$ cat config.mk
export PLATFORM = sky130hd
export DESIGN_NAME = dsc_dac_ctrl
export DESIGN_NICKNAME = d
export VERILOG_FILES = /design/src/dsc_pkg.sv /design/src/dsc_sync.sv /design/src/dsc_dac_ctrl.sv
export SDC_FILE = /design/constraint.sdc
export NUM_CORES = 1
export LEC_CHECK = 0
export ABC_AREA = 1
export BUFFER_PORTS_ARGS = -buffer_cell sky130_fd_sc_hd__buf_2
export CELL_PAD_IN_SITES_DETAIL_PLACEMENT = 1
export CELL_PAD_IN_SITES_GLOBAL_PLACEMENT = 1
export CORE_ASPECT_RATIO = 1.25
export CORE_MARGIN = 2
export CORE_UTILIZATION = 45
export DETAILED_ROUTE_END_ITERATION = 10
export PLACE_DENSITY_LB_ADDON = 0.05
export SETUP_SLACK_MARGIN = 0.15
export SLEW_MARGIN = 10
export SYNTH_ARGS = -nofsm -noshare
export SYNTH_HDL_FRONTEND = slang
export SYNTH_SLANG_ARGS = --single-unit
$ cat constraint.sdc
create_clock -name clk -period 4.9 [get_ports clk]
set_input_delay 0.49 -clock clk [delete_from_list [all_inputs] [get_ports clk]]
set_output_delay 0.49 -clock clk [all_outputs]
set_load 0.02 [all_outputs]
$ cat src/dsc_pkg.sv
// Constants shared by the dual converter serial load control block
package dsc_pkg;
   // ---------------------------------------------------------------
   // Frame layout
   // ---------------------------------------------------------------
   localparam int unsigned FRAME_BITS = 24;
   localparam int unsigned CNT_W      = 5;
   localparam logic [CNT_W-1:0] FRAME_LAST = 5'h17;
   localparam int unsigned CODE_W     = 16;
   localparam int unsigned CMD_MSB    = 21;
   localparam int unsigned CMD_LSB    = 19;
   localparam int unsigned ADDR_MSB   = 18;
   localparam int unsigned ADDR_LSB   = 16;
   localparam int unsigned REF_ON_BIT = 0;

   // ---------------------------------------------------------------
   // Commands and channel addresses
   // ---------------------------------------------------------------
   typedef enum logic [2:0] {
      CMD_WRITE_INPUT  = 3'h0,
      CMD_UPDATE_OUT   = 3'h1,
      CMD_WRITE_LOAD   = 3'h2,
      CMD_WRITE_UPDATE = 3'h3,
      CMD_REF_SETUP    = 3'h7
   } dsc_cmd_e;

   localparam logic [2:0] ADDR_CH_A  = 3'h0;
   localparam logic [2:0] ADDR_CH_B  = 3'h1;
   localparam logic [2:0] ADDR_BOTH  = 3'h7;

   // ---------------------------------------------------------------
   // Reset values and synchroniser layout
   // ---------------------------------------------------------------
   localparam logic [CODE_W-1:0] ZERO_SCALE = 16'h0000;
   localparam int unsigned SYNC_W      = 5;
   localparam int unsigned IDX_FSYNC   = 0;
   localparam int unsigned IDX_SCLK    = 1;
   localparam int unsigned IDX_SDATA   = 2;
   localparam int unsigned IDX_LOAD    = 3;
   localparam int unsigned IDX_CLEAR   = 4;
   // Idle levels: frame sync, clock, strobe and clear all rest high
   localparam logic [SYNC_W-1:0] SYNC_IDLE = 5'h1B;
endpackage

$ cat src/dsc_sync.sv
// Two-stage synchroniser for pin inputs
`timescale 1ns/10ps
`default_nettype none
module dsc_sync #(
   parameter int unsigned        W    = 1,
   parameter logic [W-1:0]       INIT = '0
) (
   input  wire logic         clk,
   input  wire logic         rst,
   input  wire logic [W-1:0] d,
   output var  logic [W-1:0] q
);
   logic [W-1:0] meta_reg;

   // First stage feeds only the second stage
   always_ff @(posedge clk) begin
      if (rst) begin
         meta_reg <= INIT;
         q        <= INIT;
      end else begin
         meta_reg <= d;
         q        <= meta_reg;
      end
   end
endmodule
`default_nettype wire

$ cat src/dsc_dac_ctrl.sv
// Serial load control for a dual voltage-output converter
`timescale 1ns/10ps
`default_nettype none
module dsc_dac_ctrl (
   input  wire logic                       clk,
   input  wire logic                       rst,
   input  wire logic                       frameSyncN,
   input  wire logic                       serialClk,
   input  wire logic                       serialData,
   input  wire logic                       loadStrobeN,
   input  wire logic                       asyncClearN,
   output var  logic [dsc_pkg::CODE_W-1:0] outputChannelA,
   output var  logic [dsc_pkg::CODE_W-1:0] outputChannelB,
   output var  logic                       clearModeActive,
   output var  logic                       referencePinOut,
   output var  logic                       referencePinOe
);
   // ---------------------------------------------------------------
   // Input synchronisation and edge detection
   // ---------------------------------------------------------------
   logic [dsc_pkg::SYNC_W-1:0] pinRaw;
   logic [dsc_pkg::SYNC_W-1:0] pinSync;
   logic                       sclkPrev_reg;
   logic                       clearPrev_reg;
   logic                       fsyncN;
   logic                       sclkFall;
   logic                       clearFall;
   logic                       loadLow;
   logic                       clearLow;
   logic                       dataBit;

   assign pinRaw = {asyncClearN, loadStrobeN, serialData, serialClk, frameSyncN};

   dsc_sync #(
      .W    (dsc_pkg::SYNC_W),
      .INIT (dsc_pkg::SYNC_IDLE)
   ) u_sync (
      .clk (clk),
      .rst (rst),
      .d   (pinRaw),
      .q   (pinSync)
   );

   assign fsyncN   = pinSync[dsc_pkg::IDX_FSYNC];
   assign dataBit  = pinSync[dsc_pkg::IDX_SDATA];
   assign loadLow  = ~pinSync[dsc_pkg::IDX_LOAD];
   assign clearLow = ~pinSync[dsc_pkg::IDX_CLEAR];
   assign sclkFall = sclkPrev_reg & ~pinSync[dsc_pkg::IDX_SCLK];
   // Edge taken from the synchronised level, so no clock is needed on the pin
   assign clearFall = clearPrev_reg & clearLow;

   always_ff @(posedge clk) begin
      if (rst) begin
         sclkPrev_reg  <= 1'b1;
         clearPrev_reg <= 1'b1;
      end else begin
         sclkPrev_reg  <= pinSync[dsc_pkg::IDX_SCLK];
         clearPrev_reg <= ~clearLow;
      end
   end

   // ---------------------------------------------------------------
   // Frame reception
   // ---------------------------------------------------------------
   logic [dsc_pkg::FRAME_BITS-1:0] shift_reg;
   logic [dsc_pkg::FRAME_BITS-1:0] shiftNext;
   logic [dsc_pkg::CNT_W-1:0]      bitCnt_reg;
   logic                           frameDone_reg;
   logic                           frameKill_reg;
   logic                           frameHit;

   assign shiftNext = {shift_reg[dsc_pkg::FRAME_BITS-2:0], dataBit};
   // The 24th edge counts only while sync is still low and nothing aborted it
   assign frameHit = ~fsyncN & sclkFall & ~frameDone_reg & ~frameKill_reg & ~clearFall
                     & (bitCnt_reg == dsc_pkg::FRAME_LAST);

   always_ff @(posedge clk) begin
      if (rst) begin
         shift_reg     <= '0;
         bitCnt_reg    <= '0;
         frameDone_reg <= 1'b0;
         frameKill_reg <= 1'b0;
      end else if (fsyncN) begin
         // Early rise clears the count and flags but leaves shift_reg untouched; partial bits dropped
         bitCnt_reg    <= '0;
         frameDone_reg <= 1'b0;
         frameKill_reg <= 1'b0;
      end else if (clearFall) begin
         bitCnt_reg    <= '0;
         frameKill_reg <= 1'b1;
      end else if (sclkFall && !frameDone_reg && !frameKill_reg) begin
         shift_reg <= shiftNext;
         if (bitCnt_reg == dsc_pkg::FRAME_LAST) begin
            frameDone_reg <= 1'b1;
         end else begin
            bitCnt_reg <= bitCnt_reg + 1'b1;
         end
      end
   end

   // ---------------------------------------------------------------
   // Command decode of the completed frame
   // ---------------------------------------------------------------
   logic [2:0]                 cmdField;
   logic [2:0]                 addrField;
   logic [dsc_pkg::CODE_W-1:0] codeField;
   logic                       selA;
   logic                       selB;
   logic                       wrInput;
   logic                       updOut;
   logic                       wrLoadAll;

   assign cmdField  = shiftNext[dsc_pkg::CMD_MSB:dsc_pkg::CMD_LSB];
   assign addrField = shiftNext[dsc_pkg::ADDR_MSB:dsc_pkg::ADDR_LSB];
   assign codeField = shiftNext[dsc_pkg::CODE_W-1:0];
   assign selA      = (addrField == dsc_pkg::ADDR_CH_A) | (addrField == dsc_pkg::ADDR_BOTH);
   assign selB      = (addrField == dsc_pkg::ADDR_CH_B) | (addrField == dsc_pkg::ADDR_BOTH);

   always_comb begin
      wrInput   = 1'b0;
      updOut    = 1'b0;
      wrLoadAll = 1'b0;
      if (frameHit) begin
         unique case (cmdField)
            dsc_pkg::CMD_WRITE_INPUT:  wrInput = 1'b1;
            dsc_pkg::CMD_UPDATE_OUT:   updOut = 1'b1;
            dsc_pkg::CMD_WRITE_LOAD: begin
               wrInput   = 1'b1;
               wrLoadAll = 1'b1;
            end
            dsc_pkg::CMD_WRITE_UPDATE: begin
               wrInput = 1'b1;
               updOut  = 1'b1;
            end
            default: ;
         endcase
      end
   end

   // ---------------------------------------------------------------
   // Channel input and output registers
   // ---------------------------------------------------------------
   logic [dsc_pkg::CODE_W-1:0] inA_reg;
   logic [dsc_pkg::CODE_W-1:0] inB_reg;
   logic                       newA_reg;
   logic                       newB_reg;
   logic                       strobeOk;

   // A held-low strobe behaves as a continuous transfer of fresh data while the clear pin is high
   assign strobeOk = loadLow & ~clearLow;

   always_ff @(posedge clk) begin
      if (rst || clearFall) begin
         inA_reg  <= dsc_pkg::ZERO_SCALE;
         inB_reg  <= dsc_pkg::ZERO_SCALE;
         newA_reg <= 1'b0;
         newB_reg <= 1'b0;
      end else begin
         if (wrInput && selA) begin
            inA_reg  <= codeField;
            newA_reg <= ~(updOut | wrLoadAll);
         end else if (strobeOk || (updOut && selA) || wrLoadAll) begin
            newA_reg <= 1'b0;
         end
         if (wrInput && selB) begin
            inB_reg  <= codeField;
            newB_reg <= ~(updOut | wrLoadAll);
         end else if (strobeOk || (updOut && selB) || wrLoadAll) begin
            newB_reg <= 1'b0;
         end
      end
   end

   always_ff @(posedge clk) begin
      if (rst || clearFall) begin
         outputChannelA <= dsc_pkg::ZERO_SCALE;
         outputChannelB <= dsc_pkg::ZERO_SCALE;
      end else begin
         if (wrInput && selA && (updOut || wrLoadAll)) begin
            outputChannelA <= codeField;
         end else if ((updOut && selA) || wrLoadAll || (strobeOk && newA_reg)) begin
            outputChannelA <= inA_reg;
         end
         if (wrInput && selB && (updOut || wrLoadAll)) begin
            outputChannelB <= codeField;
         end else if ((updOut && selB) || wrLoadAll || (strobeOk && newB_reg)) begin
            outputChannelB <= inB_reg;
         end
      end
   end

   // ---------------------------------------------------------------
   // Clear-code mode and reference pin direction
   // ---------------------------------------------------------------
   always_ff @(posedge clk) begin
      if (rst) begin
         clearModeActive <= 1'b0;
      end else if (clearFall) begin
         clearModeActive <= 1'b1;
      end else if (frameHit) begin
         clearModeActive <= 1'b0;
      end
   end

   // Pin stays an input until software selects the internal reference
   always_ff @(posedge clk) begin
      if (rst) begin
         referencePinOut <= 1'b0;
         referencePinOe  <= 1'b0;
      end else if (frameHit && cmdField == dsc_pkg::CMD_REF_SETUP) begin
         referencePinOut <= shiftNext[dsc_pkg::REF_ON_BIT];
         referencePinOe  <= shiftNext[dsc_pkg::REF_ON_BIT];
      end
   end
endmodule
`default_nettype wire

## After elaboration in Yosys (flattened, before gate mapping)

Cells that the tools add are included.

| storage, ports and cells | value |
|---|---|
| register bits | 108 |
| bits of input ports | 7 |
| output and inout port bits | 35 |
| word-level logic and storage cells | 97 |

| cells by class | value |
|---|---|
| add/sub/neg operators | 1 |
| eq/ne operators | 7 |
| muxes and demuxes | 16 |
| bitwise logic cells | 20 |
| reduce and logical (&&, ||, !) cells | 37 |

Operators by type and width:

| operator | count |
|---|---|
| 16-bit two-way mux | 4 |
| 1-bit two-way mux | 12 |
| 1-bit logical AND | 11 |
| 1-bit logical OR | 10 |
| 2-bit nonzero test | 5 |
| 1-bit inverter | 9 |
| 1-bit bitwise AND | 8 |
| 3-bit by 1-bit equality test with 1-bit output, second input constant | 2 |
| 3-bit by 2-bit equality test with 1-bit output, second input constant | 2 |
| 3-bit equality test, second input constant | 2 |
| 3-bit zero test | 2 |
| 3-bit AND reduction | 2 |
| 3-bit OR reduction | 2 |
| 5-bit by 1-bit adder with 5-bit output, second input constant | 1 |
| 5-bit equality test, second input constant | 1 |
| 2-bit OR reduction | 2 |
| 1-bit bitwise OR | 3 |
| 1-bit zero test | 2 |
| 2-bit AND reduction | 1 |

## Depth between registers and ports, before layout

Gate-level depths: netlist of the first run.

| logic depth | value |
|---|---|
| depth in word-level cells | 13 |
| mapped depth | 12 |

## By module

From an unflattened synthesis of the first run, not the netlist that was laid out.

| second synthesis, totals | value |
|---|---|
| cell total of the unflattened synthesis | 703 |
| area, all modules | 4,947.2 um2 |

By module, submodules not included:

| module | times used | cells an instance | area an instance (um2) |
|---|---|---|---|
| dsc_dac_ctrl | 1 | 672 | 4,665.7 |
| dsc_sync | 1 | 31 | 281.5 |

## Worst setup path before layout of the first run

OpenSTA, ideal clock, no wires.

| path | value |
|---|---|
| path type | reg-to-reg |
| start point | reg bitCnt_reg[0] (netlist bit) |
| end point | reg outputChannelB[1] (netlist bit) |
| data arrival time | 1,529 ps |
| setup slack | 3,263 ps |
| stages on the path, launching flop included | 12 |
| period minus slack after synthesis | 1,637 ps |
| cell sequence | dfxtp_1 -> ha_1 -> nand2_1 -> nor2_4 -> nand3_2 -> nor2_8 -> nand3_4 -> buf_2 -> nand2_1 -> nand3_1 -> nand2_1 -> inv_1 |

| on the way | value |
|---|---|
| word-level cells in the longest chain between the ends | 7 |
| elaborated cells on any way between the ends | 13 |
| classes of those cells | eq/ne: 1; mux: 4; bitwise: 1; reduce/logical: 7 |

RTL lines:

| item | line | source |
|---|---|---|
| from (decl) | dsc_dac_ctrl.sv:67 | `logic [dsc_pkg::CNT_W-1:0] bitCnt_reg;` |
| from (signal assigned) | dsc_dac_ctrl.sv:96 | `bitCnt_reg <= bitCnt_reg + 1'b1;` |
| 5-bit equality test (*) | dsc_dac_ctrl.sv:75 | `& (bitCnt_reg == dsc_pkg::FRAME_LAST);` |
| 1-bit bitwise AND (*) | dsc_dac_ctrl.sv:75 |  |
| 1-bit two-way mux | dsc_dac_ctrl.sv:123 | `if (frameHit) begin` |
| 1-bit logical AND | dsc_dac_ctrl.sv:186 | `end else if ((updOut && selB) \|\| wrLoadAll \|\| (strobeOk && newB_reg)) begin` |
| 1-bit logical OR (2 in a row) | dsc_dac_ctrl.sv:186 |  |
| 2-bit nonzero test (no source line) | n/a |  |
| to (signal assigned) | dsc_dac_ctrl.sv:177 | `outputChannelB <= dsc_pkg::ZERO_SCALE;` |
| to (signal assigned) | dsc_dac_ctrl.sv:185 | `outputChannelB <= codeField;` |
| to (signal assigned) | dsc_dac_ctrl.sv:187 | `outputChannelB <= inB_reg;` |
| to (decl) | dsc_dac_ctrl.sv:13 | `output var logic [dsc_pkg::CODE_W-1:0] outputChannelB,` |

Every way passes the cells marked *; elsewhere a longest branch is shown, timed or not.
A chain may end at the register's enable or synchronous reset.

## Final worst setup path of the first run

| path | value |
|---|---|
| start point | reg shift_reg[19] (netlist bit) |
| end point | reg outputChannelA[14] (netlist bit) |

| on the way | value |
|---|---|
| word-level cells in the longest chain between the ends | 8 |
| elaborated cells on any way between the ends | 20 |
| classes of those cells | eq/ne: 3; mux: 7; reduce/logical: 10 |

RTL lines:

| item | line | source |
|---|---|---|
| from (decl) | dsc_dac_ctrl.sv:65 | `logic [dsc_pkg::FRAME_BITS-1:0] shift_reg;` |
| from (signal assigned) | dsc_dac_ctrl.sv:92 | `shift_reg <= shiftNext;` |
| 3-bit by 2-bit equality test with 1-bit output / 3-bit by 1-bit equality test with 1-bit output (equally long branches) | dsc_dac_ctrl.sv:124 | `unique case (cmdField)` |
| 2-bit OR reduction (no source line) | n/a |  |
| 1-bit two-way mux | dsc_dac_ctrl.sv:124 |  |
| 1-bit two-way mux | dsc_dac_ctrl.sv:123 |  |
| 1-bit logical AND | dsc_dac_ctrl.sv:181 | `end else if ((updOut && selA) \|\| wrLoadAll \|\| (strobeOk && newA_reg)) begin` |
| 1-bit logical OR (2 in a row) | dsc_dac_ctrl.sv:181 |  |
| 2-bit nonzero test (no source line) | n/a |  |
| to (signal assigned) | dsc_dac_ctrl.sv:176 | `outputChannelA <= dsc_pkg::ZERO_SCALE;` |
| to (signal assigned) | dsc_dac_ctrl.sv:180 | `outputChannelA <= codeField;` |
| to (signal assigned) | dsc_dac_ctrl.sv:182 | `outputChannelA <= inA_reg;` |
| to (decl) | dsc_dac_ctrl.sv:12 | `output var logic [dsc_pkg::CODE_W-1:0] outputChannelA,` |

Parallel ways exist; a longest one is shown, timed or not.

==> results of run 1 <==
[kinds of logic after synthesis]
family	after synthesis
simple gates	350
buf+inv	158
flops	108
compound gates	77
fa+ha+maj	1
[metrics by stage]
stage	worst slack (ns)	area [um^2]	hold WS [ns]	util, %	std cells
finish	2.43	5470	0.333	51.2	850
global route	2.17	5470	0.320	51.2	850
CTS	2.40	5470	0.319	51.2	850
detailed placement	2.41	5160	0.398	48.4	834
global placement	2.50	5160	0.394	48.4	834
floorplan	3.26	4970	0.388	-	694
[area by class of cell]
cell class / instances / area share, %
Tap cell: 132 / 3.02
Clock buffer: 12 / 4.69
Clock inverter: 4 / 0.870
Timing Repair Buffer: 42 / 3.89
Sequential cell: 108 / 39.6
Multi-Input combinational cell: 428 / 39.4
Inverter: 124 / 8.56
[how the worst max path moves through the flow]
stage | start | end | slack, ns
floorplan | bitCnt_reg[0] | outputChannelB[1] | 3.26
global placement | shift_reg[19] | outputChannelA[11] | 2.50
detailed placement | shift_reg[19] | outputChannelA[11] | 2.41
CTS | shift_reg[19] | outputChannelA[11] | 2.40
global route | shift_reg[19] | outputChannelA[12] | 2.17
finish | shift_reg[19] | outputChannelA[14] | 2.43
[layer usage]
metal  vias up  track usage (%)  share of wire [%]
met2        60             39.6                 52
met4         0             7.29                1.4
met3        14             3.04                2.5
met5         -                0                  0
li1       2205                -                  -
met1      2116             27.4                 45
[critical path: stages, from the launching register on]
cell and delay (ns):
dfxtp_1 0.39, inv_2 0.09, a21oi_4 0.84, nand3_4 0.47, nand2_4 0.33, nand3_1 0.13, nand2_1 0.07, inv_1 0.03
[power by group through the flow]
stage,logic [W],registers [W],clock network (W)
2_1_floorplan,0.0000405,0.000908,0
3_3_place_gp,0.0000521,0.000910,0
3_5_place_dp,0.0000548,0.000910,0
4_1_cts,0.0000551,0.000890,0.000764
5_1_grt,0.0000623,0.000890,0.000800
6_report,0.0000549,0.000890,0.000745
[cells in the final DEF (no fill, tap or decap), types with 3 or more instances in the layout]
cell and n:
clkbuf_16 9, clkinv_1 19, buf_2 41, nor2_4 5, or2_2 10, o21ai_1 21
o21ai_0 37, nor2_8 3, nand3_4 4, dfxtp_1 108, nand3_1 61, nand2_4 3
nand4_1 33, nand2_2 3, nand3_2 9, a21oi_1 13, nand2_1 117, inv_1 93
inv_2 11, nor2_1 100
==> run_summary.xml, run 1 <==
<?xml version="1.0" encoding="UTF-8"?>
<metrics>
  <group name="status">
    <metric name="outcome" unit="">completed</metric>
  </group>
  <group name="synth">
    <metric name="synth.top_cells.by_count" unit="">nand2_1 (117), dfxtp_1 (108), nor2_1 (101)</metric>
    <metric name="syn_avg_cell_area" unit="um^2">7.17</metric>
    <metric name="cell_count_after_synthesis" unit="">694</metric>
    <metric name="yosys.area_share.xor_xnor" unit="%">0</metric>
    <metric name="synthArstFlopShare" unit="%">0</metric>
    <metric name="largest_family_of_logic_cells_by_synthesized_area" unit="">simple AND/OR/NAND/NOR gates</metric>
    <metric name="synth.top_cell.area_share" unit="%">43.5</metric>
    <metric name="sequential_share_of_the_synthesized_area" unit="%">43.5</metric>
    <metric name="synthFlopType" unit="">dfxtp_1</metric>
    <metric name="synth.largest_area_cell" unit="">dfxtp_1</metric>
    <metric name="synth_top_cells_by_area" unit="">dfxtp_1 (43%), nand2_1 (8.8%), nor2_1 (7.6%)</metric>
    <metric name="synthesized_netlist_net_count" unit="">702</metric>
    <metric name="arithmetic_cell_share_of_the_synthesized_area_counting_full_adders_half_adders_and_majority_gates" unit="%">0.252</metric>
    <metric name="netlist_area" unit="um^2">4970</metric>
    <metric name="netlist-cell-type-count" unit="">32</metric>
    <metric name="yosys_warnings" unit="">0</metric>
    <metric name="yosys-mux-area-fraction" unit="%">0</metric>
    <metric name="synth_area_in_compound_gates" unit="%">8.25</metric>
    <metric name="most_repeated_cell_in_the_gate_level_netlist_after_synthesis" unit="">nand2_1</metric>
    <metric name="count_of_flip_flops_with_a_built_in_enable_after_synthesis" unit="">0</metric>
    <metric name="post_synth_simple_gate_area" unit="%">34.6</metric>
    <metric name="postSynthRegisterBits" unit="">108</metric>
  </group>
  <group name="setup_path">
    <metric name="critPathKind" unit="">reg -&gt; reg</metric>
    <metric name="worstSetupEndpointType" unit="">flop</metric>
    <metric name="worst_ep_arrival_time" unit="ns">2.71</metric>
    <metric name="cp.required" unit="ns">5.14</metric>
    <metric name="r2r_path_start" unit="">shift_reg[19]</metric>
    <metric name="timing.reg2reg.setup_slack" unit="ns">2.43</metric>
    <metric name="crit-reg2reg-capture" unit="">outputChannelA[14]</metric>
    <metric name="startpoint_type" unit="">flop</metric>
    <metric name="reg2regPathDepth" unit="">7</metric>
    <metric name="critPathMaxFanout" unit="">36</metric>
  </group>
  <group name="layout">
    <metric name="drive_above_1_share" unit="%">15.2</metric>
    <metric name="antenna_cells" unit="">0</metric>
    <metric name="multi_input_comb_area" unit="um^2">2150</metric>
    <metric name="largest_register_ffs" unit="">21</metric>
    <metric name="sequential_cell_area" unit="um^2">2160</metric>
    <metric name="finish.net_count" unit="">721</metric>
    <metric name="post_synthesis_to_final_layout_area_growth" unit="%">9.89</metric>
    <metric name="fillerInstances" unit="">1396</metric>
  </group>
  <group name="floorplanning">
    <metric name="floorplan.rows" unit="">42</metric>
    <metric name="initial_core_util" unit="%">46.6</metric>
    <metric name="die_h" unit="um">122</metric>
    <metric name="io-pin-count" unit="">42</metric>
    <metric name="fp.coreArea" unit="um^2">10700</metric>
    <metric name="die_w" unit="um">98.0</metric>
    <metric name="die-area" unit="um^2">11900</metric>
  </group>
  <group name="pwr">
    <metric name="power.share.switching" unit="%">21.8</metric>
    <metric name="net-switching-power" unit="W">0.000368</metric>
    <metric name="pwr-share-clk" unit="%">44.1</metric>
    <metric name="powerDensity" unit="nW/um^2">309</metric>
    <metric name="power.total" unit="W">0.00169</metric>
    <metric name="static-leakage-power" unit="nW">2.54</metric>
    <metric name="power.share.combinational" unit="%">3.3</metric>
    <metric name="power.share.sequential" unit="%">52.6</metric>
    <metric name="p_int" unit="W">0.00132</metric>
    <metric name="vdd.ir_drop.worst" unit="V">0.000145</metric>
  </group>
  <group name="clock_tree">
    <metric name="worstSkewPairLatency" unit="ns">0.34</metric>
    <metric name="clock_sinks" unit="">108</metric>
    <metric name="root_buffer" unit="">clkbuf_16</metric>
    <metric name="cts.path.max_buffers" unit="">2</metric>
    <metric name="clock_tree.htree_level_count" unit="">3</metric>
    <metric name="tritoncts" unit="">done</metric>
    <metric name="cts.repair.resized" unit="">0</metric>
    <metric name="postCtsHoldBufs" unit="">0</metric>
    <metric name="cts-buffers-inserted" unit="">9</metric>
    <metric name="post-cts-setup-buffers" unit="">0</metric>
    <metric name="worst_path_clk_slew" unit="ns">0.07</metric>
  </group>
  <group name="timing">
    <metric name="fin_skew" unit="ns">0.00663</metric>
    <metric name="finalCriticalPeriod" unit="ns">2.47</metric>
    <metric name="min_period_over_period" unit="%">50.4</metric>
    <metric name="finalHoldViolations" unit="">0</metric>
    <metric name="setup-tns-final" unit="ns">0</metric>
    <metric name="final-setup-viol-count" unit="">0</metric>
    <metric name="max-slew-margin-rel" unit="%">27.7</metric>
    <metric name="achievable-frequency" unit="MHz">405</metric>
    <metric name="timing_max_transition_violations_final" unit="">0</metric>
    <metric name="rsz0062_at_grt" unit="">false</metric>
    <metric name="max_slew.worst_pin.slew" unit="ns">1.08</metric>
  </group>
  <group name="global_routing">
    <metric name="grt_antenna_before_repair" unit="">0</metric>
    <metric name="grt_start_max_net_pins" unit="">39</metric>
    <metric name="global_route_usage_over_all_layers" unit="%">22.1</metric>
    <metric name="grt_overflow_total" unit="">0</metric>
    <metric name="grt_first_pass_wirelength" unit="mm">21.4</metric>
    <metric name="first_global_vias" unit="">4370</metric>
  </group>
  <group name="placed_design">
    <metric name="gp_congestion" unit="">0.786</metric>
    <metric name="place.port_buffers" unit="">41</metric>
    <metric name="dpl.hpwl" unit="mm">8.89</metric>
  </group>
  <group name="detailed_routing">
    <metric name="detail_route.drc_violations" unit="">0</metric>
    <metric name="postRouteWirelength" unit="mm">12.7</metric>
    <metric name="post_drt_wl_per_cell" unit="um">14.9</metric>
    <metric name="drt-pass1-iter-count" unit="">4</metric>
    <metric name="num_vias" unit="">4395</metric>
    <metric name="drt.antenna.violating_nets" unit="">0</metric>
    <metric name="via_per_inst" unit="">5.17</metric>
    <metric name="dr.first_iter.drc_count" unit="">186</metric>
  </group>
  <group name="hold_path">
    <metric name="worst_hold_startpoint" unit="">serialClk</metric>
    <metric name="hold_path.class" unit="">in -&gt; reg</metric>
    <metric name="min_delay_path_depth" unit="">2</metric>
    <metric name="timing.hold.worst_endpoint" unit="">u_sync.meta_reg[1]</metric>
  </group>
  <group name="flow_run">
    <metric name="max_cap_viol_count" unit="">0</metric>
  </group>
</metrics>
Power figures use the tool's default switching activity.
==> run 2, diff against run 1 <==
--- a/config.mk
+++ b/config.mk
@@ -11,7 +11,7 @@
 export CELL_PAD_IN_SITES_GLOBAL_PLACEMENT = 1
 export CORE_ASPECT_RATIO = 1.25
 export CORE_MARGIN = 2
-export CORE_UTILIZATION = 45
+export CORE_UTILIZATION = 39
 export DETAILED_ROUTE_END_ITERATION = 10
 export PLACE_DENSITY_LB_ADDON = 0.05
 export SETUP_SLACK_MARGIN = 0.15
==> constraint.sdc (replaced) <==
create_clock -name clk -period 2.25 [get_ports clk]
set_input_delay 0.225 -clock clk [delete_from_list [all_inputs] [get_ports clk]]
set_output_delay 0.225 -clock clk [all_outputs]
set_load 0.02 [all_outputs]
==> run_summary.xml, run 2 (synthesized netlist as in run 1, its figures left out) <==
<?xml version="1.0" encoding="UTF-8"?>
<metrics>
  <group name="global_routing">
    <metric name="first_global_vias" unit="">4376</metric>
    <metric name="grt_overflow_total" unit="">0</metric>
    <metric name="global_route_usage_over_all_layers" unit="%">19.4</metric>
    <metric name="grt_start_max_net_pins" unit="">67</metric>
    <metric name="grt_first_pass_wirelength" unit="mm">21.3</metric>
    <metric name="grt_antenna_before_repair" unit="">0</metric>
  </group>
  <group name="floorplanning">
    <metric name="die-area" unit="um^2">13700</metric>
    <metric name="initial_core_util" unit="%">39.6</metric>
    <metric name="die_h" unit="um">130</metric>
    <metric name="fp.coreArea" unit="um^2">12500</metric>
    <metric name="io-pin-count" unit="">42</metric>
    <metric name="floorplan.rows" unit="">46</metric>
    <metric name="die_w" unit="um">105</metric>
  </group>
  <group name="detailed_routing">
    <metric name="num_vias" unit="">4404</metric>
    <metric name="drt.antenna.violating_nets" unit="">0</metric>
    <metric name="dr.first_iter.drc_count" unit="">143</metric>
    <metric name="post_drt_wl_per_cell" unit="um">14.1</metric>
    <metric name="postRouteWirelength" unit="mm">12.7</metric>
    <metric name="drt-pass1-iter-count" unit="">4</metric>
    <metric name="detail_route.drc_violations" unit="">0</metric>
    <metric name="via_per_inst" unit="">4.91</metric>
  </group>
  <group name="timing">
    <metric name="max-slew-margin-rel" unit="%">54.8</metric>
    <metric name="achievable-frequency" unit="MHz">535</metric>
    <metric name="finalHoldViolations" unit="">0</metric>
    <metric name="final-setup-viol-count" unit="">0</metric>
    <metric name="min_period_over_period" unit="%">83.1</metric>
    <metric name="max_slew.worst_pin.slew" unit="ns">0.677</metric>
    <metric name="timing_max_transition_violations_final" unit="">0</metric>
    <metric name="fin_skew" unit="ns">0.00509</metric>
    <metric name="rsz0062_at_grt" unit="">false</metric>
    <metric name="final.setup.worst_slack" unit="ns">0.381</metric>
    <metric name="finalCriticalPeriod" unit="ns">1.87</metric>
    <metric name="setup-tns-final" unit="ns">0</metric>
  </group>
  <group name="setup_path">
    <metric name="r2r_path_start" unit="">bitCnt_reg[0]</metric>
    <metric name="timing.reg2reg.setup_slack" unit="ns">0.38</metric>
    <metric name="crit-reg2reg-capture" unit="">outputChannelB[2]</metric>
    <metric name="critPathMaxFanout" unit="">17</metric>
    <metric name="worst_ep_arrival_time" unit="ns">2.13</metric>
    <metric name="worstSetupEndpointType" unit="">flop</metric>
    <metric name="critPathKind" unit="">reg -&gt; reg</metric>
    <metric name="reg2regPathDepth" unit="">10</metric>
    <metric name="startpoint_type" unit="">flop</metric>
    <metric name="cp.required" unit="ns">2.51</metric>
  </group>
  <group name="hold_path">
    <metric name="min_delay_path_depth" unit="">2</metric>
    <metric name="hold_path.class" unit="">in -&gt; reg</metric>
    <metric name="worst_hold_startpoint" unit="">loadStrobeN</metric>
    <metric name="timing.hold.worst_endpoint" unit="">u_sync.meta_reg[3]</metric>
  </group>
  <group name="pwr">
    <metric name="static-leakage-power" unit="nW">2.61</metric>
    <metric name="powerDensity" unit="nW/um^2">659</metric>
    <metric name="vdd.ir_drop.worst" unit="V">0.000338</metric>
  </group>
  <group name="layout">
    <metric name="mostFrequentLayoutCell" unit="">nand2_1</metric>
    <metric name="post_synthesis_to_final_layout_area_growth" unit="%">12.8</metric>
    <metric name="drive_above_1_share" unit="%">16.6</metric>
    <metric name="finish.net_count" unit="">733</metric>
    <metric name="leading_cell_types_in_the_layout_fill_and_taps_excluded" unit="">nand2_1 (117), dfxtp_1 (108), nor2_1 (100)</metric>
    <metric name="largest_register_ffs" unit="">21</metric>
    <metric name="antenna_cells" unit="">0</metric>
  </group>
  <group name="clock_tree">
    <metric name="cts.path.max_buffers" unit="">2</metric>
    <metric name="post-cts-setup-buffers" unit="">0</metric>
    <metric name="root_buffer" unit="">clkbuf_16</metric>
    <metric name="cts.repair.resized" unit="">0</metric>
    <metric name="clock_sinks" unit="">108</metric>
    <metric name="tritoncts" unit="">done</metric>
    <metric name="cts-buffers-inserted" unit="">9</metric>
    <metric name="postCtsHoldBufs" unit="">0</metric>
    <metric name="worstSkewPairLatency" unit="ns">0.35</metric>
    <metric name="worst_path_clk_slew" unit="ns">0.07</metric>
    <metric name="clock_tree.htree_level_count" unit="">3</metric>
  </group>
  <group name="placed_design">
    <metric name="place.port_buffers" unit="">41</metric>
    <metric name="placement.setup.worst_slack" unit="ns">0.393</metric>
    <metric name="gp_congestion" unit="">0.756</metric>
    <metric name="dpl.hpwl" unit="mm">8.88</metric>
  </group>
  <group name="status">
    <metric name="outcome" unit="">completed</metric>
  </group>
  <group name="flow_run">
    <metric name="max_cap_viol_count" unit="">0</metric>
  </group>
</metrics>
[run 2: cell type report]
cell class              instances  area [um^2]
fillers                      1656         6940
flip-flops and latches        108         2160
clock buffers                  11          253
repair buffers                 54          315
well taps                     168          210
clock inverters                 4         48.8
inverters                     124          468
multi-input cells             428         2150
[run 2: worst max-delay path by stage]
stage,end,start,cells after the start,slack (ns)
2_1_floorplan,outputChannelB[1],bitCnt_reg[0],11,0.61
3_3_place_gp,outputChannelB[2],bitCnt_reg[0],10,0.44
6_report,outputChannelB[2],bitCnt_reg[0],10,0.38
3_5_place_dp,outputChannelB[2],bitCnt_reg[0],10,0.39
5_1_grt,outputChannelB[4],bitCnt_reg[0],10,0.17
4_1_cts,outputChannelB[2],bitCnt_reg[0],10,0.36
[run 2: per-stage QoR]
step           std cells  utilization, %  total power (W)  cell area, um^2  hold WS, ns
6_report             897            44.7          0.00370             5610       0.0513
5_1_grt              897            44.7          0.00383             5610       0.0563
4_1_cts              897            44.7          0.00374             5610       0.0428
3_5_place_dp         882            42.3          0.00211             5310        0.398
3_3_place_gp         882            42.3          0.00210             5310        0.394
2_1_floorplan        694               -          0.00207             4970        0.329
[run 2: worst max-delay path, cell delays in order (launching register included)]
cell and delay (ns):
dfxtp_1 0.37, ha_1 0.20, nand2_1 0.09, nor2_4 0.16
nand3_2 0.17, nor2_8 0.18, nand3_4 0.21, nand2_1 0.13
nand3_1 0.12, nand2_1 0.09, inv_1 0.04
[run 2: metal layers]
layer | share of wire (%) | wire length, um | up-vias | global-route usage, %
li1 | - | - | 2229 | -
met1 | 46 | 5810 | 2114 | 22.9
met2 | 51 | 6410 | 45 | 36.1
met3 | 1.7 | 219 | 16 | 2.25
met4 | 1.7 | 212 | 0 | 7.45
met5 | 0 | 0 | - | 0
[run 2: power breakdown]
| group | switching [W] | internal [W] |
|---|---|---|
| logic | 0.0000844 | 0.0000379 |
| registers | 0.0000127 | 0.00192 |
| clock network | 0.000721 | 0.000917 |
| total | 0.000818 | 0.00288 |
==> run 3, diff against run 2 <==
--- a/config.mk
+++ b/config.mk
@@ -5,13 +5,13 @@
 export SDC_FILE = /design/constraint.sdc
 export NUM_CORES = 1
 export LEC_CHECK = 0
-export ABC_AREA = 1
+export ABC_AREA = 0
 export BUFFER_PORTS_ARGS = -buffer_cell sky130_fd_sc_hd__buf_2
 export CELL_PAD_IN_SITES_DETAIL_PLACEMENT = 1
 export CELL_PAD_IN_SITES_GLOBAL_PLACEMENT = 1
 export CORE_ASPECT_RATIO = 1.25
 export CORE_MARGIN = 2
-export CORE_UTILIZATION = 39
+export CORE_UTILIZATION = 43
 export DETAILED_ROUTE_END_ITERATION = 10
 export PLACE_DENSITY_LB_ADDON = 0.05
 export SETUP_SLACK_MARGIN = 0.15
==> constraint.sdc (replaced) <==
create_clock -name clk -period 1.9 [get_ports clk]
set_input_delay 0.19 -clock clk [delete_from_list [all_inputs] [get_ports clk]]
set_output_delay 0.19 -clock clk [all_outputs]
set_load 0.02 [all_outputs]
==> run_summary.xml, run 3 <==
<?xml version="1.0" encoding="UTF-8"?>
<metrics>
  <group name="detailed_routing">
    <metric name="dr.first_iter.drc_count" unit="">130</metric>
    <metric name="via_per_inst" unit="">5.41</metric>
    <metric name="detail_route.drc_violations" unit="">0</metric>
    <metric name="num_vias" unit="">3829</metric>
    <metric name="drt.antenna.violating_nets" unit="">0</metric>
    <metric name="drt-pass1-iter-count" unit="">4</metric>
    <metric name="post_drt_wl_per_cell" unit="um">17.3</metric>
    <metric name="postRouteWirelength" unit="mm">12.3</metric>
  </group>
  <group name="clock_tree">
    <metric name="clock_sinks" unit="">108</metric>
    <metric name="tritoncts" unit="">done</metric>
    <metric name="root_buffer" unit="">clkbuf_16</metric>
    <metric name="cts-buffers-inserted" unit="">9</metric>
    <metric name="clock_tree.htree_level_count" unit="">3</metric>
    <metric name="cts.path.max_buffers" unit="">2</metric>
    <metric name="worst_path_clk_slew" unit="ns">0.06</metric>
    <metric name="worstSkewPairLatency" unit="ns">0.34</metric>
    <metric name="postCtsHoldBufs" unit="">0</metric>
  </group>
  <group name="global_routing">
    <metric name="global_route_usage_over_all_layers" unit="%">23.2</metric>
    <metric name="grt_antenna_before_repair" unit="">0</metric>
    <metric name="grt_first_pass_wirelength" unit="mm">19.4</metric>
    <metric name="first_global_vias" unit="">3939</metric>
    <metric name="grt_overflow_total" unit="">0</metric>
    <metric name="grt_start_max_net_pins" unit="">34</metric>
  </group>
  <group name="setup_path">
    <metric name="critPathKind" unit="">reg -&gt; reg</metric>
    <metric name="path_cells" unit="">or4b_4 -&gt; nor4_4 -&gt; buf_4 -&gt; and2_4 -&gt; buf_8 -&gt; nand2_2 -&gt; a31oi_1</metric>
    <metric name="critPathMaxStageDelay" unit="ns">0.58</metric>
    <metric name="cp_num_buf_inv" unit="">2</metric>
    <metric name="timing.reg2reg.setup_slack" unit="ns">-0.03</metric>
    <metric name="r2r_path_start" unit="">u_sync.q[1]</metric>
    <metric name="worstSetupEndpointType" unit="">flop</metric>
    <metric name="startpoint_type" unit="">flop</metric>
    <metric name="crit_slowest_cell" unit="">or4b_4</metric>
    <metric name="cp.required" unit="ns">2.16</metric>
    <metric name="cpLargestDelayFamily" unit="">simple AND/OR/NAND/NOR gates</metric>
    <metric name="critPathMaxFanout" unit="">8</metric>
    <metric name="crit-reg2reg-capture" unit="">outputChannelB[9]</metric>
    <metric name="reg2regPathDepth" unit="">7</metric>
    <metric name="worst_ep_arrival_time" unit="ns">2.18</metric>
    <metric name="worst_setup_sp" unit="">u_sync.q[1]</metric>
  </group>
  <group name="pwr">
    <metric name="power.share.switching" unit="%">21.4</metric>
    <metric name="net-switching-power" unit="W">0.000874</metric>
    <metric name="powerDensity" unit="nW/um^2">797</metric>
    <metric name="power.share.combinational" unit="%">2.5</metric>
    <metric name="power.share.sequential" unit="%">55.8</metric>
    <metric name="static-leakage-power" unit="nW">1.85</metric>
    <metric name="pwr-share-clk" unit="%">41.7</metric>
    <metric name="vdd.ir_drop.worst" unit="V">0.000530</metric>
    <metric name="power.total" unit="W">0.00409</metric>
    <metric name="p_int" unit="W">0.00322</metric>
  </group>
  <group name="synth">
    <metric name="synthesized_netlist_net_count" unit="">529</metric>
    <metric name="netlist_area" unit="um^2">4170</metric>
    <metric name="postSynthRegisterBits" unit="">108</metric>
    <metric name="sequential_share_of_the_synthesized_area" unit="%">51.9</metric>
    <metric name="yosys_warnings" unit="">0</metric>
    <metric name="synth.largest_area_cell" unit="">dfxtp_1</metric>
    <metric name="netlist-cell-type-count" unit="">37</metric>
    <metric name="cell_count_after_synthesis" unit="">521</metric>
    <metric name="most_repeated_cell_in_the_gate_level_netlist_after_synthesis" unit="">nand2_1</metric>
    <metric name="syn_avg_cell_area" unit="um^2">8.00</metric>
    <metric name="synth.top_cells.by_count" unit="">nand2_1 (180), dfxtp_1 (108), a21oi_1 (61)</metric>
    <metric name="synthArstFlopShare" unit="%">0</metric>
    <metric name="synth_top_cells_by_area" unit="">dfxtp_1 (52%), nand2_1 (16%), a21oi_1 (7.3%)</metric>
    <metric name="count_of_flip_flops_with_a_built_in_enable_after_synthesis" unit="">0</metric>
    <metric name="synthFlopType" unit="">dfxtp_1</metric>
    <metric name="synth.top_cell.area_share" unit="%">51.9</metric>
  </group>
  <group name="layout">
    <metric name="fillerInstances" unit="">1171</metric>
    <metric name="stdcell_count" unit="">708</metric>
    <metric name="leading_cell_types_in_the_layout_fill_and_taps_excluded" unit="">nand2_1 (166), dfxtp_1 (106), a21oi_1 (61)</metric>
    <metric name="drive_above_1_share" unit="%">22.7</metric>
    <metric name="finish.utilization" unit="%">54.0</metric>
    <metric name="largest_register_ffs" unit="">21</metric>
    <metric name="mostFrequentLayoutCell" unit="">nand2_1</metric>
    <metric name="post_synthesis_to_final_layout_area_growth" unit="%">23.3</metric>
    <metric name="finish.net_count" unit="">587</metric>
    <metric name="antenna_cells" unit="">0</metric>
  </group>
  <group name="timing">
    <metric name="achievable-frequency" unit="MHz">519</metric>
    <metric name="fin_skew" unit="ns">0.00655</metric>
    <metric name="final.setup.worst_slack" unit="ns">-0.0274</metric>
    <metric name="final.hold.worst_slack" unit="ns">0.0284</metric>
    <metric name="timing_max_transition_violations_final" unit="">0</metric>
    <metric name="finalCriticalPeriod" unit="ns">1.93</metric>
    <metric name="finalHoldViolations" unit="">0</metric>
    <metric name="max-slew-margin-rel" unit="%">62.5</metric>
    <metric name="rsz0062_at_grt" unit="">true</metric>
    <metric name="min_period_over_period" unit="%">101</metric>
    <metric name="final-setup-viol-count" unit="">9</metric>
    <metric name="max_slew.worst_pin.slew" unit="ns">0.561</metric>
  </group>
  <group name="floorplanning">
    <metric name="die_w" unit="um">92.1</metric>
    <metric name="io-pin-count" unit="">42</metric>
    <metric name="die-area" unit="um^2">10500</metric>
    <metric name="initial_core_util" unit="%">43.8</metric>
    <metric name="floorplan.rows" unit="">40</metric>
    <metric name="die_h" unit="um">114</metric>
    <metric name="fp.coreArea" unit="um^2">9510</metric>
  </group>
  <group name="hold_path">
    <metric name="timing.hold.worst_endpoint" unit="">u_sync.meta_reg[0]</metric>
    <metric name="min_delay_path_depth" unit="">2</metric>
    <metric name="hold_path.class" unit="">in -&gt; reg</metric>
    <metric name="worst_hold_startpoint" unit="">frameSyncN</metric>
  </group>
  <group name="status">
    <metric name="outcome" unit="">complete, but fails checks</metric>
    <metric name="violations" unit="">negative setup slack</metric>
  </group>
  <group name="flow_run">
    <metric name="max_cap_viol_count" unit="">0</metric>
  </group>
  <group name="placed_design">
    <metric name="gp_congestion" unit="">0.860</metric>
    <metric name="place.detailed.instances" unit="">683</metric>
    <metric name="dpl.hpwl" unit="mm">7.68</metric>
    <metric name="place.port_buffers" unit="">41</metric>
    <metric name="placement.setup.worst_slack" unit="ns">-0.0698</metric>
  </group>
</metrics>
run 3: per-stage QoR:
stage	area, um^2	TNS, ns
detailed placement	4660	-1.18
global route	5140	-3.53
floorplan	4210	0
global placement	4660	-0.00373
CTS	5030	-0.255
finish	5140	-0.0576
run 3: logic make-up after synthesis:
| kind of cell | synth area share, % |
|---|---|
| buffers and inverters | 4.08 |
| AOI/OAI and AO/OA | 17.3 |
| xor gates and xnor gates | 0.840 |
| DFF | 51.9 |
| and+or+nand+nor | 25.4 |
| muxes | 0.240 |
| adders and majority gates | 0.300 |
run 3: final cells by class:
class | instances | area, um^2 | share of cell area [%]
tap | 126 | 158 | 3.07
sequential | 108 | 2160 | 42.1
clock buffer | 12 | 246 | 4.80
multi-input combinational | 377 | 1930 | 37.5
timing repair buffer | 81 | 621 | 12.1
clock inverter | 2 | 12.5 | 0.243
inverter | 2 | 7.51 | 0.146
run 3: worst reg2reg max path: stages (launching register included):
cell	delay (ns)
dfxtp_2	0.32
or4b_4	0.58
nor4_4	0.19
buf_4	0.20
and2_4	0.17
buf_8	0.13
nand2_2	0.06
a31oi_1	0.20
run 3: routing by layer:
metal | track usage [%] | vias up | routed length (um)
met5 | 0 | - | 0
met4 | 8.86 | 0 | 258
met3 | 2.30 | 17 | 252
met2 | 42.3 | 52 | 6450
met1 | 28.3 | 1889 | 5320
li1 | - | 1871 | -
run 3: how the worst max path moves through the flow:
stage | to | slack (ns) | depth (start not counted)
6_report | outputChannelB[9] | -0.03 | 7
2_1_floorplan | outputChannelA[10] | 0.09 | 7
3_5_place_dp | outputChannelB[9] | -0.07 | 7
3_3_place_gp | outputChannelB[11] | -0.004 | 7
5_1_grt | outputChannelB[9] | -0.11 | 7
4_1_cts | outputChannelA[4] | -0.03 | 6
run 3: power groups by stage:
stage | combinational, W | sequential, W | clock [W]
after floorplan | 0.0000575 | 0.00233 | 0
after global placement | 0.0000929 | 0.00234 | 0
after detailed placement | 0.0000957 | 0.00234 | 0
after CTS | 0.0000980 | 0.00228 | 0.00174
after global routing | 0.000111 | 0.00228 | 0.00182
final | 0.000103 | 0.00228 | 0.00171
run 3: timing repair:
action                     4_1_cts  5_1_grt
gates resized for setup         18       18
cloned                           1        3
setup endpoints to repair       66       88
pin swaps                       11       11
buffers inserted                 3        4
